## src/ceb_pkg.sv

```systemverilog
// Constants, register map and state types for the completion entry builder
package ceb_pkg;

	// ========================================================================
	// Entry layout
	// ========================================================================
	localparam int unsigned ENTRY_BYTES = 16;
	localparam int unsigned ENTRY_SHIFT = 4;
	localparam logic [63:0] HALF_STEP = 64'h0000_0000_0000_0008;
	localparam int unsigned QID_LSB = 16;
	localparam int unsigned HEAD_LSB = 0;
	localparam int unsigned STATUS_LSB = 17;
	localparam int unsigned PHASE_BIT = 16;
	localparam int unsigned TAG_LSB = 0;
	localparam logic [14:0] STATUS_SUCCESS = 15'h0000;
	localparam logic [31:0] DW_RESERVED = 32'h0000_0000;
	localparam logic PHASE_FIRST_PASS = 1'b1;
	localparam int unsigned PI_BYTES = 8;

	// ========================================================================
	// Register map (byte addresses, one 32-bit word each)
	// ========================================================================
	localparam logic [7:0] REG_CTRL = 8'h00;
	localparam logic [7:0] REG_RING_LAST = 8'h04;
	localparam logic [7:0] REG_BASE_LO = 8'h08;
	localparam logic [7:0] REG_BASE_HI = 8'h0C;
	localparam logic [7:0] REG_STATUS = 8'h10;
	localparam logic [7:0] REG_POSTED = 8'h14;

	// Control bit positions
	localparam int unsigned CTRL_ENABLE = 0;
	localparam int unsigned CTRL_MD_SEP = 1;
	localparam int unsigned CTRL_PI_EN = 2;
	localparam int unsigned CTRL_PI_LAST = 3;

	// Status bit positions
	localparam int unsigned STAT_PHASE = 16;
	localparam int unsigned STAT_BUSY = 17;
	localparam int unsigned STAT_LAST_SEG = 18;
	localparam int unsigned STAT_LIST_DONE = 19;

	// Reset values
	localparam logic [15:0] RING_LAST_RST = 16'h000F;
	localparam logic [63:0] BASE_RST = 64'h0000_0000_0000_0000;

	// ========================================================================
	// Types
	// ========================================================================
	typedef enum logic [1:0] {
		CEB_IDLE = 2'b00,
		CEB_LO = 2'b01,
		CEB_HI = 2'b10
	} ceb_fsm_type;

	typedef struct packed {
		ceb_fsm_type fsm;
		logic en;
		logic md_sep;
		logic pi_en;
		logic pi_last;
		logic [15:0] ring_last;
		logic [63:0] base;
		logic [15:0] tail;
		logic phase;
		logic [31:0] posted;
		logic [63:0] mw_addr;
		logic [63:0] mw_data;
		logic [63:0] hi_half;
		logic hv;
		logic [31:0] hdata;
		logic mv;
		logic [31:0] mdata;
		logic blk_seen;
		logic md_seen;
		logic commit;
		logic last_seg;
		logic list_done;
		logic [31:0] prdata;
		logic pslverr;
	} ceb_state_type;

endpackage

```

## src/ceb_entry_pack.sv

```systemverilog
// Packs the four dwords of one completion entry
`timescale 1ns/1ps
`default_nettype none

module ceb_entry_pack (
	input wire logic [31:0] i_result,          // Command-specific result
	input wire logic i_has_result,             // Command defines a result
	input wire logic [15:0] i_issuing_queue_id, // Issuing queue id
	input wire logic [15:0] i_queue_head_snapshot, // Head pointer sample
	input wire logic [14:0] i_completion_status, // Status field
	input wire logic [15:0] i_command_tag,     // Host-assigned tag
	input wire logic i_phase,                  // Phase value to post
	output logic [127:0] o_entry               // Dword 3..0
);

	logic [31:0] dw0;
	logic [31:0] dw2;
	logic [31:0] dw3;

	// ========================================================================
	// Dword assembly
	// ========================================================================
	always_comb begin
		dw0 = i_has_result ? i_result : ceb_pkg::DW_RESERVED;
		dw2 = ceb_pkg::DW_RESERVED;
		dw2[ceb_pkg::QID_LSB +: 16] = i_issuing_queue_id;
		dw2[ceb_pkg::HEAD_LSB +: 16] = i_queue_head_snapshot;
		dw3 = ceb_pkg::DW_RESERVED;
		dw3[ceb_pkg::STATUS_LSB +: 15] = i_completion_status;
		dw3[ceb_pkg::PHASE_BIT] = i_phase;
		dw3[ceb_pkg::TAG_LSB +: 16] = i_command_tag;
		o_entry = {dw3, dw2, ceb_pkg::DW_RESERVED, dw0};
	end

endmodule

`default_nettype wire

```

## src/ceb_top.sv

```systemverilog
// Completion entry builder: ring posting, read steering and APB registers
//
// Overview of operation
// - Entries are four dwords, sixteen bytes
// - Dword 0 carries result or reads zero
// - Dword 1 always written as zero
// - Phase bit only in final write
// - Issuing queue id in dword 2 high
// - Head pointer sampled when entry created
// - Status field in dword 3 top bits
// - Phase tag bit 16, inverted per pass
// - First pass after enable posts one
// - Command tag in dword 3 low
// - Metadata inline or separate, never split
// - Block and metadata commit together
// - Protection info first or last eight bytes
// - Bit-bucket data read but not delivered
// - Last-segment descriptor marks final segment
// - Zero status means success
`timescale 1ns/1ps
`default_nettype none

module ceb_top (
	input wire logic i_clk,                    // Core clock
	input wire logic i_rst_n,                  // Async reset, active low
	// APB slave
	input wire logic i_psel,                   // Select
	input wire logic i_penable,                // Access phase
	input wire logic i_pwrite,                 // Write
	input wire logic [7:0] i_paddr,            // Byte address
	input wire logic [31:0] i_pwdata,          // Write data
	output logic o_pready,                     // Always ready
	output logic [31:0] o_prdata,              // Read data
	output logic o_pslverr,                    // Unmapped address
	// Completion request
	input wire logic i_cpl_valid,              // Completion offered
	output logic o_cpl_ready,                  // Completion taken
	input wire logic [31:0] i_cpl_result,      // Command result
	input wire logic i_cpl_has_result,         // Result defined
	input wire logic [15:0] i_issuing_queue_id, // Issuing queue
	input wire logic [15:0] i_queue_head_live, // Live head pointer
	input wire logic [14:0] i_completion_status, // Status field
	input wire logic [15:0] i_command_tag,     // Command tag
	// Memory write master
	output logic o_mw_valid,                   // Write request
	input wire logic i_mw_ready,               // Write accepted
	output logic [63:0] o_mw_addr,             // Byte address
	output logic [63:0] o_mw_data,             // Eight bytes
	output logic o_mw_last,                    // Final write of entry
	// Read data from medium
	input wire logic i_rd_valid,               // Medium data valid
	output logic o_rd_ready,                   // Medium data taken
	input wire logic [31:0] i_rd_data,         // Medium data
	input wire logic i_rd_discard,             // Bit-bucket range
	input wire logic i_rd_is_md,               // Word is metadata
	// Host data stream
	output logic o_host_valid,                 // Data to host
	input wire logic i_host_ready,             // Host accepts
	output logic [31:0] o_host_data,           // Data word
	// Separate metadata stream
	output logic o_mdbuf_valid,                // Metadata to buffer
	input wire logic i_mdbuf_ready,            // Buffer accepts
	output logic [31:0] o_mdbuf_data,          // Metadata word
	// Write commit
	input wire logic i_blk_written,            // Block stored pulse
	input wire logic i_md_written,             // Metadata stored pulse
	output logic o_commit,                     // Commit pulse
	// Protection info placement
	output logic o_pi_enable,                  // Protection active
	output logic o_pi_at_end,                  // Uses last bytes
	output logic [3:0] o_pi_bytes,             // Protection size
	// Segment list
	input wire logic i_cmd_start,              // New command pulse
	input wire logic i_desc_valid,             // Descriptor seen
	input wire logic i_desc_last_seg,          // Descriptor is last-segment
	input wire logic i_seg_fetched,            // Segment fetched pulse
	output logic o_fetch_final,                // Next fetch is final
	output logic o_fetch_allow                 // More segments allowed
);

	ceb_pkg::ceb_state_type s_q;
	ceb_pkg::ceb_state_type s_d;
	logic [127:0] entry;
	logic [63:0] slot_addr;
	logic take_cpl;
	logic to_md;
	logic rd_take;
	logic ok_write;
	logic blk_now;
	logic md_now;

	// ========================================================================
	// Helpers
	// ========================================================================
	// Address decode shared by read and write paths
	function automatic logic ceb_mapped(input logic [7:0] a);
		case (a)
			ceb_pkg::REG_CTRL, ceb_pkg::REG_RING_LAST, ceb_pkg::REG_BASE_LO,
			ceb_pkg::REG_BASE_HI, ceb_pkg::REG_STATUS, ceb_pkg::REG_POSTED: begin
				ceb_mapped = 1'b1;
			end
			default: begin
				ceb_mapped = 1'b0;
			end
		endcase
	endfunction

	// Ring slot byte address
	function automatic logic [63:0] ceb_slot(input logic [63:0] b, input logic [15:0] t);
		ceb_slot = b + {44'h0, t, 4'h0};
	endfunction

	// ========================================================================
	// Entry assembly, sampled at acceptance
	// ========================================================================
	ceb_entry_pack u_pack (
		.i_result(i_cpl_result),
		.i_has_result(i_cpl_has_result),
		.i_issuing_queue_id(i_issuing_queue_id),
		.i_queue_head_snapshot(i_queue_head_live),
		.i_completion_status(i_completion_status),
		.i_command_tag(i_command_tag),
		.i_phase(s_q.phase),
		.o_entry(entry)
	);

	// Handshake terms
	assign slot_addr = ceb_slot(s_q.base, s_q.tail);
	assign take_cpl = i_cpl_valid && s_q.en && (s_q.fsm == ceb_pkg::CEB_IDLE);
	assign to_md = i_rd_is_md && s_q.md_sep;
	assign ok_write = i_psel && i_penable && i_pwrite;
	assign blk_now = s_q.blk_seen || i_blk_written;
	assign md_now = s_q.md_seen || i_md_written;

	// Read steering ready
	always_comb begin
		if (i_rd_discard) begin
			o_rd_ready = 1'b1;
		end else if (to_md) begin
			o_rd_ready = !s_q.mv || i_mdbuf_ready;
		end else begin
			o_rd_ready = !s_q.hv || i_host_ready;
		end
	end
	assign rd_take = i_rd_valid && o_rd_ready;

	// ========================================================================
	// Next state
	// ========================================================================
	always_comb begin
		s_d = s_q;
		s_d.commit = 1'b0;

		// APB read data latched in the setup cycle
		if (i_psel && !i_penable) begin
			s_d.pslverr = !ceb_mapped(i_paddr);
			case (i_paddr)
				ceb_pkg::REG_CTRL: begin
					s_d.prdata = {28'h0, s_q.pi_last, s_q.pi_en, s_q.md_sep, s_q.en};
				end
				ceb_pkg::REG_RING_LAST: begin
					s_d.prdata = {16'h0, s_q.ring_last};
				end
				ceb_pkg::REG_BASE_LO: begin
					s_d.prdata = s_q.base[31:0];
				end
				ceb_pkg::REG_BASE_HI: begin
					s_d.prdata = s_q.base[63:32];
				end
				ceb_pkg::REG_STATUS: begin
					s_d.prdata = {12'h0, s_q.list_done, s_q.last_seg,
						(s_q.fsm != ceb_pkg::CEB_IDLE), s_q.phase, s_q.tail};
				end
				ceb_pkg::REG_POSTED: begin
					s_d.prdata = s_q.posted;
				end
				default: begin
					s_d.prdata = 32'h0000_0000;
				end
			endcase
		end

		// APB writes
		if (ok_write) begin
			case (i_paddr)
				ceb_pkg::REG_CTRL: begin
					s_d.en = i_pwdata[ceb_pkg::CTRL_ENABLE];
					s_d.md_sep = i_pwdata[ceb_pkg::CTRL_MD_SEP];
					s_d.pi_en = i_pwdata[ceb_pkg::CTRL_PI_EN];
					s_d.pi_last = i_pwdata[ceb_pkg::CTRL_PI_LAST];
					if (i_pwdata[ceb_pkg::CTRL_ENABLE] && !s_q.en) begin
						s_d.tail = 16'h0000;
						s_d.phase = ceb_pkg::PHASE_FIRST_PASS;
						s_d.posted = 32'h0000_0000;
					end
				end
				ceb_pkg::REG_RING_LAST: begin
					s_d.ring_last = i_pwdata[15:0];
				end
				ceb_pkg::REG_BASE_LO: begin
					s_d.base[31:0] = {i_pwdata[31:ceb_pkg::ENTRY_SHIFT], 4'h0};
				end
				ceb_pkg::REG_BASE_HI: begin
					s_d.base[63:32] = i_pwdata;
				end
				default: begin
				end
			endcase
		end

		// Ring posting sequence
		case (s_q.fsm)
			ceb_pkg::CEB_IDLE: begin
				if (take_cpl) begin
					s_d.mw_addr = slot_addr;
					s_d.mw_data = entry[63:0];
					s_d.hi_half = entry[127:64];
					s_d.fsm = ceb_pkg::CEB_LO;
				end
			end
			ceb_pkg::CEB_LO: begin
				if (i_mw_ready) begin
					s_d.mw_addr = s_q.mw_addr + ceb_pkg::HALF_STEP;
					s_d.mw_data = s_q.hi_half;
					s_d.fsm = ceb_pkg::CEB_HI;
				end
			end
			ceb_pkg::CEB_HI: begin
				if (i_mw_ready) begin
					s_d.fsm = ceb_pkg::CEB_IDLE;
					s_d.posted = s_q.posted + 32'h0000_0001;
					if (s_q.tail == s_q.ring_last) begin
						s_d.tail = 16'h0000;
						s_d.phase = !s_q.phase;
					end else begin
						s_d.tail = s_q.tail + 16'h0001;
					end
				end
			end
			default: begin
				s_d.fsm = ceb_pkg::CEB_IDLE;
			end
		endcase

		// Output registers drain
		if (s_q.hv && i_host_ready) begin
			s_d.hv = 1'b0;
		end
		if (s_q.mv && i_mdbuf_ready) begin
			s_d.mv = 1'b0;
		end
		if (rd_take && !i_rd_discard) begin
			if (to_md) begin
				s_d.mv = 1'b1;
				s_d.mdata = i_rd_data;
			end else begin
				s_d.hv = 1'b1;
				s_d.hdata = i_rd_data;
			end
		end

		if (blk_now && (md_now || !s_q.md_sep)) begin
			s_d.commit = 1'b1;
			s_d.blk_seen = 1'b0;
			s_d.md_seen = 1'b0;
		end else begin
			s_d.blk_seen = blk_now;
			s_d.md_seen = md_now;
		end

		if (i_cmd_start) begin
			s_d.last_seg = 1'b0;
			s_d.list_done = 1'b0;
		end else if (i_seg_fetched && s_q.last_seg) begin
			s_d.list_done = 1'b1;
		end
		// Descriptor set wins over a same-cycle start
		if (i_desc_valid && i_desc_last_seg) begin
			s_d.last_seg = 1'b1;
		end
	end

	// ========================================================================
	// State register
	// ========================================================================
	always_ff @(posedge i_clk or negedge i_rst_n) begin
		if (!i_rst_n) begin
			s_q <= '{
				fsm: ceb_pkg::CEB_IDLE,
				ring_last: ceb_pkg::RING_LAST_RST,
				base: ceb_pkg::BASE_RST,
				phase: ceb_pkg::PHASE_FIRST_PASS,
				default: '0
			};
		end else begin
			s_q <= s_d;
		end
	end

	// ========================================================================
	// Outputs
	// ========================================================================
	assign o_pready = 1'b1;
	assign o_prdata = s_q.prdata;
	assign o_pslverr = s_q.pslverr;
	assign o_cpl_ready = take_cpl;
	assign o_mw_valid = (s_q.fsm == ceb_pkg::CEB_LO) || (s_q.fsm == ceb_pkg::CEB_HI);
	assign o_mw_addr = s_q.mw_addr;
	assign o_mw_data = s_q.mw_data;
	assign o_mw_last = (s_q.fsm == ceb_pkg::CEB_HI);
	assign o_host_valid = s_q.hv;
	assign o_host_data = s_q.hdata;
	assign o_mdbuf_valid = s_q.mv;
	assign o_mdbuf_data = s_q.mdata;
	assign o_commit = s_q.commit;
	assign o_pi_enable = s_q.pi_en;
	assign o_pi_at_end = s_q.pi_en && s_q.pi_last;
	assign o_pi_bytes = s_q.pi_en ? 4'(ceb_pkg::PI_BYTES) : 4'h0;
	assign o_fetch_final = s_q.last_seg && !s_q.list_done;
	assign o_fetch_allow = !s_q.list_done;

endmodule

`default_nettype wire

```

## config.mk

```make
export PLATFORM = sky130hd
export DESIGN_NAME = ceb_top
export DESIGN_NICKNAME = d
export VERILOG_FILES = /design/src/ceb_pkg.sv /design/src/ceb_entry_pack.sv /design/src/ceb_top.sv
export SDC_FILE = /design/constraint.sdc
export NUM_CORES = 1
export LEC_CHECK = 0
export ABC_AREA = 0
export BUFFER_PORTS_ARGS = -buffer_cell sky130_fd_sc_hd__buf_4
export CAP_MARGIN = 0
export CORE_MARGIN = 5
export CORE_UTILIZATION = 57
export DETAILED_ROUTE_END_ITERATION = 8
export GPL_ROUTABILITY_DRIVEN = 0
export MAX_ROUTING_LAYER = met4
export PLACE_DENSITY = 0.82
export SLEW_MARGIN = 0
export SYNTH_ARGS = -nofsm -noshare
export SYNTH_HDL_FRONTEND = slang
export SYNTH_SLANG_ARGS = --single-unit
export TNS_END_PERCENT = 10
```

## constraint.sdc

```tcl
create_clock -name i_clk -period 4.9 [get_ports i_clk]
set_clock_uncertainty 0.05 [all_clocks]
set_input_delay 0.98 -clock i_clk [delete_from_list [all_inputs] [get_ports i_clk]]
set_output_delay 0.98 -clock i_clk [all_outputs]
set_load 0.01 [all_outputs]
```

Yosys cells after proc, flatten, opt, wreduce, memory -nomap -nowiden
Cells that the tools add are included.
W data, S select, Z words.
{"block": "word_totals", "inputBits": 186, "ff_bits": 427, "mem_bits_ro": 0, "latchBits": 0, "wordCells": 120, "mem_count": 0, "mem_bits_rw": 0, "output_inout_bits": 241}
{"block": "classes", "magnitude_cmp": 0, "n_mux": 32, "reduce_logical": 47, "add_sub_neg": 4, "bitwise_logic": 1, "n_mul": 0, "n_eq_ne": 11, "div": 0, "n_shift": 0}
{"operator": "$pmux W128 S2", "count": 1}
{"operator": "$mux W49", "count": 5}
{"operator": "$mux W192", "count": 1}
{"operator": "$pmux W32 S6", "count": 1}
{"operator": "$mux W128", "count": 1}
{"operator": "$mux W33", "count": 2}
{"operator": "$mux W66", "count": 1}
{"operator": "$add A64 B20 Y64", "count": 1}
{"operator": "$add A64 B4 Y64 const B", "count": 1}
{"operator": "$add A32 B1 Y32 const B", "count": 1}
{"operator": "$mux W32", "count": 1}
{"operator": "$add A16 B1 Y16 const B", "count": 1}
{"operator": "$eq A16 B16 Y1", "count": 1}
{"operator": "$eq A8 B4 Y1 const B", "count": 2}
{"operator": "$eq A8 B5 Y1 const B", "count": 2}
{"operator": "$logic_and A1 B1 Y1", "count": 16}
{"operator": "$mux W16", "count": 1}
{"operator": "$reduce_and A2 Y1", "count": 7}
{"operator": "$mux W1", "count": 12}
{"operator": "$logic_not A1 Y1", "count": 9}
{"operator": "$eq A8 B3 Y1 const B", "count": 1}
{"operator": "$logic_not A8 Y1", "count": 1}
{"operator": "$mux W2", "count": 4}
{"operator": "$reduce_bool A2 Y1", "count": 4}
{"operator": "10 further kinds", "count": 18}

Longest topological paths before layout
{"block": "logic_depth", "ltp_word": 8, "depth_mapped": 11, "depth_no_buf": 9}

Cells and area by module
A second synthesis with hierarchy kept.
{"block": "unflattened", "cells_unflattened": 2654, "hier_area_um2": 24349.6}
{"mod": "ceb_top", "seq_area_each_um2": 10616.4, "n_inst": 1, "area_each_um2": 23369.9, "cells_each": 2522}
{"mod": "ceb_entry_pack", "seq_area_each_um2": 0.0, "n_inst": 1, "area_each_um2": 979.7, "cells_each": 132}

Worst setup path after synthesis
OpenSTA, ideal clock, no wires.
{"block": "synth_path", "kind": "input to register", "start": "input port i_paddr[1]", "end": "register s_q[379] (netlist bit)", "t_arrival_ps": 2772, "setup_ps": 125, "slack_ps": 1953, "path_buffers": 2, "path_stages": 8, "required_ps": 4725, "path_cell_list": "nor3_1 -> nand2_1 -> or3_1 -> buf_2 -> nor2_1 -> nand2_1 -> buf_1 -> mux2_2"}
{"block": "synth_via", "elab_chain_cells": 2}
{"element": "start: declaration", "line": "ceb_top.sv:30", "rtl": "input wire logic [7:0] i_paddr,"}
{"element": "$eq A8 B4 Y1", "line": "ceb_top.sv:185", "rtl": "case (i_paddr)"}
{"element": "$reduce_and A2 Y1 (no source line)"}
{"element": "end signal: assignment", "line": "ceb_top.sv:288", "rtl": "s_q <= '{"}
{"element": "end: declaration", "line": "ceb_top.sv:81", "rtl": "ceb_pkg::ceb_state_type s_q;"}
Every way passes these cells.
A chain may end at the register's enable or synchronous reset.

Worst setup path after layout
{"block": "layout_path", "start": "register s_q[329] (netlist bit)", "end": "register s_q, in the netlist o_mw_addr[38]"}
{"block": "layout_via", "elab_chain_cells": 3}
{"element": "$add A64 B20 Y64", "line": "ceb_top.sv:110", "rtl": "ceb_slot = b + {44'h0, t, 4'h0};"}
{"element": "$mux W192", "line": "ceb_top.sv:214", "rtl": "if (take_cpl) begin"}
{"element": "$pmux W128 S2", "line": "ceb_top.sv:212", "rtl": "case (s_q.fsm)"}
Every way passes these cells. The select of a mux whose other input is x is not followed.

==> impl_metrics.json <==
{
  "ir_drop_mv": 0.279,
  "power_density_nw_per_um2": 328,
  "routed_via_density": 6.15,
  "setup_viol": 0,
  "dieHeight_um": 211,
  "clock.fmax_mhz": 278,
  "p_leak_nw": 13.0,
  "finalCritPeriodShare_pct": 73.5,
  "numCtsBuffers": 45,
  "h-tree-depth": 2,
  "clockBufferDepth": 3,
  "core_area_sq_um": 39700,
  "clock-sinks": 424,
  "finalHoldViolCount": 0,
  "rsz0062_at_grt": "no",
  "yosys_most_used_dff": "dfrtp_1",
  "finalPower_mw": 8.62,
  "multi_input_area_sq_um": 9990,
  "syn_area_per_cell_sq_um": 9.50,
  "syn_area_sq_um": 22900,
  "gr-total-overflow": 0,
  "seq_area_frac_synth_pct": 46.3,
  "ant_nets": 0,
  "grt_pass1_vias": 18500,
  "min_path_type": "in -> async",
  "cts_tree": "done",
  "nNetsFinal": 2754,
  "crit_arrival_ns": 3.98,
  "ys_types": 75,
  "dieArea_sq_um": 44300,
  "place_area_sq_um": 24700,
  "ios": 427,
  "fill_cells": 3014,
  "synth_compound_area_share_pct": 12.7,
  "grt_max_degree": 114,
  "synth_top_family_by_area": "simple AND/OR/NAND/NOR gates",
  "diodes": 0,
  "drc": 0,
  "cts_resized": 0,
  "drt-pass1-iter-count": 7,
  "drt_iter0_drc": 2236,
  "syn_to_final_growth_pct": 14.5,
  "worst_setup_path_start_kind": "register",
  "rows": 73,
  "ys_ff_latch": 424,
  "clock_latency_ns": 0.59,
  "yosys.area.top_type": "dfrtp_1",
  "routed_wl_mm": 68.9,
  "fin_util_pct": 66.0,
  "timing.final.max_slew_violations": 0,
  "status": "finished, final reports clean",
  "synth.most_common_cell": "dfrtp_1",
  "clockRootBuffer": "clkbuf_16",
  "drive_above_1_share_pct": 26.7,
  "crit_path_max_fanout": 19,
  "synthTopCellsByCount": "dfrtp_1 (419), nand2_1 (405), buf_4 (229)",
  "ff2ff_path_depth": 9,
  "synth_cells": 2413,
  "ys_async_sr_fraction_pct": 100,
  "dpl.hpwl_mm": 49.8,
  "path_class": "reg -> reg",
  "synth-edff-count": 0,
  "postLayoutCellArea_sq_um": 26200,
  "drv_cap": 0,
  "grt.total_usage_pct": 30.6,
  "worst_setup_path_end_kind": "register",
  "yosys.area_share.adder_pct": 1.29,
  "wire_per_inst_um": 22.2,
  "required_ns": 5.28,
  "post_cts_buffers": 0,
  "slew_headroom_pct": 12.9,
  "muxShareOfSynthArea_pct": 9.10,
  "synth.top_cell.area_share_pct": 45.7,
  "synth_warnings": 0,
  "yosys.area_share.xor_xnor_pct": 2.18,
  "antenna_found_initial": 0,
  "io_buffer_count": 419,
  "grt_pass1_wl_mm": 106,
  "setup-tns-final_ns": 0,
  "ctsHoldBuffers": 0,
  "clkTransAtPathRegs_ns": 0.06,
  "start_util_pct": 57.7,
  "layout_min_cycle_time_ns": 3.60,
  "vias": 19100,
  "ys_top_cells_by_area": "dfrtp_1 (46%), buf_4 (7.5%), mux2_2 (7.2%)",
  "seq_area_sq_um": 10600,
  "die_w_um": 211,
  "worst_pin_slew_ns": 1.30,
  "synth-simple-area-share_pct": 18.0
}
placed cells by master (no fill, tap or decap), types with 6 or more instances in the layout:
cell type,Yosys,layout
buf_4,229,441
dfrtp_1,419,419
nand2_1,405,405
o21ai_0,152,152
mux2_2,147,147
nand3_1,126,125
a21oi_1,106,106
nor2_1,79,77
and3_1,66,66
clkbuf_16,0,45
nand4_1,44,44
mux2i_1,43,43
nor3_1,38,38
a221o_1,33,33
xor2_1,29,29
xnor2_1,28,28
nor4_1,26,26
inv_1,25,24
a31oi_1,21,21
o22ai_1,21,21
a21o_1,21,21
ha_1,22,21
and4_1,18,18
and2_1,14,14
o211ai_1,13,13
a22o_1,12,12
clkbuf_8,0,11
o31ai_1,10,10
o21a_1,10,10
clkbuf_1,109,9
or3_1,8,8
nand2b_1,7,7
a21boi_0,7,7
a221oi_1,7,7
conb_1,2,7
clkinv_2,0,7
a211o_1,6,6
or4_1,6,6
state kept, by name, indices dropped and copies added (netlist names):
signal         count
o_pslverr          1
o_host_valid       1
o_mw_addr         61
o_mdbuf_data      32
s_q              198
o_prdata          32
o_mdbuf_valid      1
o_mw_data         64
o_pi_enable        1
o_commit           1
o_host_data       32
power breakdown:
part	total, mW	internal [mW]	leakage (nW)	switching (mW)
combinational	1.28	0.495	6.43	0.788
sequential	3.88	3.70	5.78	0.183
clock	3.45	2.06	0.741	1.39
total	8.62	6.26	13.0	2.36
layer usage:
layer	routed length (um)	global-route usage, %
met4	2910	11.2
met2	32000	47.3
met1	27200	40.3
met5	0	-
met3	6800	6.52
cell type report:
| cell class | count | area share (%) |
|---|---|---|
| Multi-Input combinational cell | 1603 | 38.1 |
| Inverter | 26 | 0.372 |
| Clock buffer | 65 | 5.00 |
| Clock inverter | 14 | 0.691 |
| Timing Repair Buffer | 445 | 12.9 |
| Tap cell | 525 | 2.50 |
| Sequential cell | 424 | 40.5 |
kinds of logic (layout without fill, tap and decap cells):
logic type               Yosys count  in the layout
multiplexers                     190            190
AND/OR/NAND/NOR                  864            864
buffers and inverters            391            550
AO/OA/AOI/OAI                    462            462
adder cells (fa/ha/maj)           23             23
XOR/XNOR                          57             57
other                              2              7
flip-flops                       424            424
stage by stage:
stage	hold slack, ns	std cells	worst slack [ns]
global placement	0.369	3023	1.20
CTS	0.416	3102	1.31
global route	0.419	3102	1.11
detailed placement	0.381	3023	1.11
floorplan	0.359	2418	1.95
finish	0.409	3102	1.30
path summary, 6_finish.rpt:
check | start | to | slack, ns
max | s_q[329]$_DFF_PN0_ | o_mw_addr[38]$_DFFE_PN0P_ | 1.30
max reg2reg | s_q[329]$_DFF_PN0_ | o_mw_addr[38]$_DFFE_PN0P_ | 1.30
max in group asynchronous | i_rst_n | o_mdbuf_data[30]$_DFFE_PN0P_ | 3.28
min in group i_clk | s_q[37]$_DFF_PN0_ | s_q[36]$_DFF_PN0_ | 0.41
min | i_rst_n | s_q[145]$_DFFE_PN0P_ | 0.41
min reg2reg | s_q[37]$_DFF_PN0_ | s_q[36]$_DFF_PN0_ | 0.41
worst max-delay path, stage by stage (launching register included):
cell and delay (ns):
dfrtp_1 0.49, ha_1 0.31, fa_1 0.43, a211oi_1 0.32, o21a_1 0.19, o32a_1 0.26
o31a_1 0.84, nor4_1 0.19, xnor2_1 0.24, o221ai_2 0.13
Note: power is estimated with default switching activity, not from simulation.
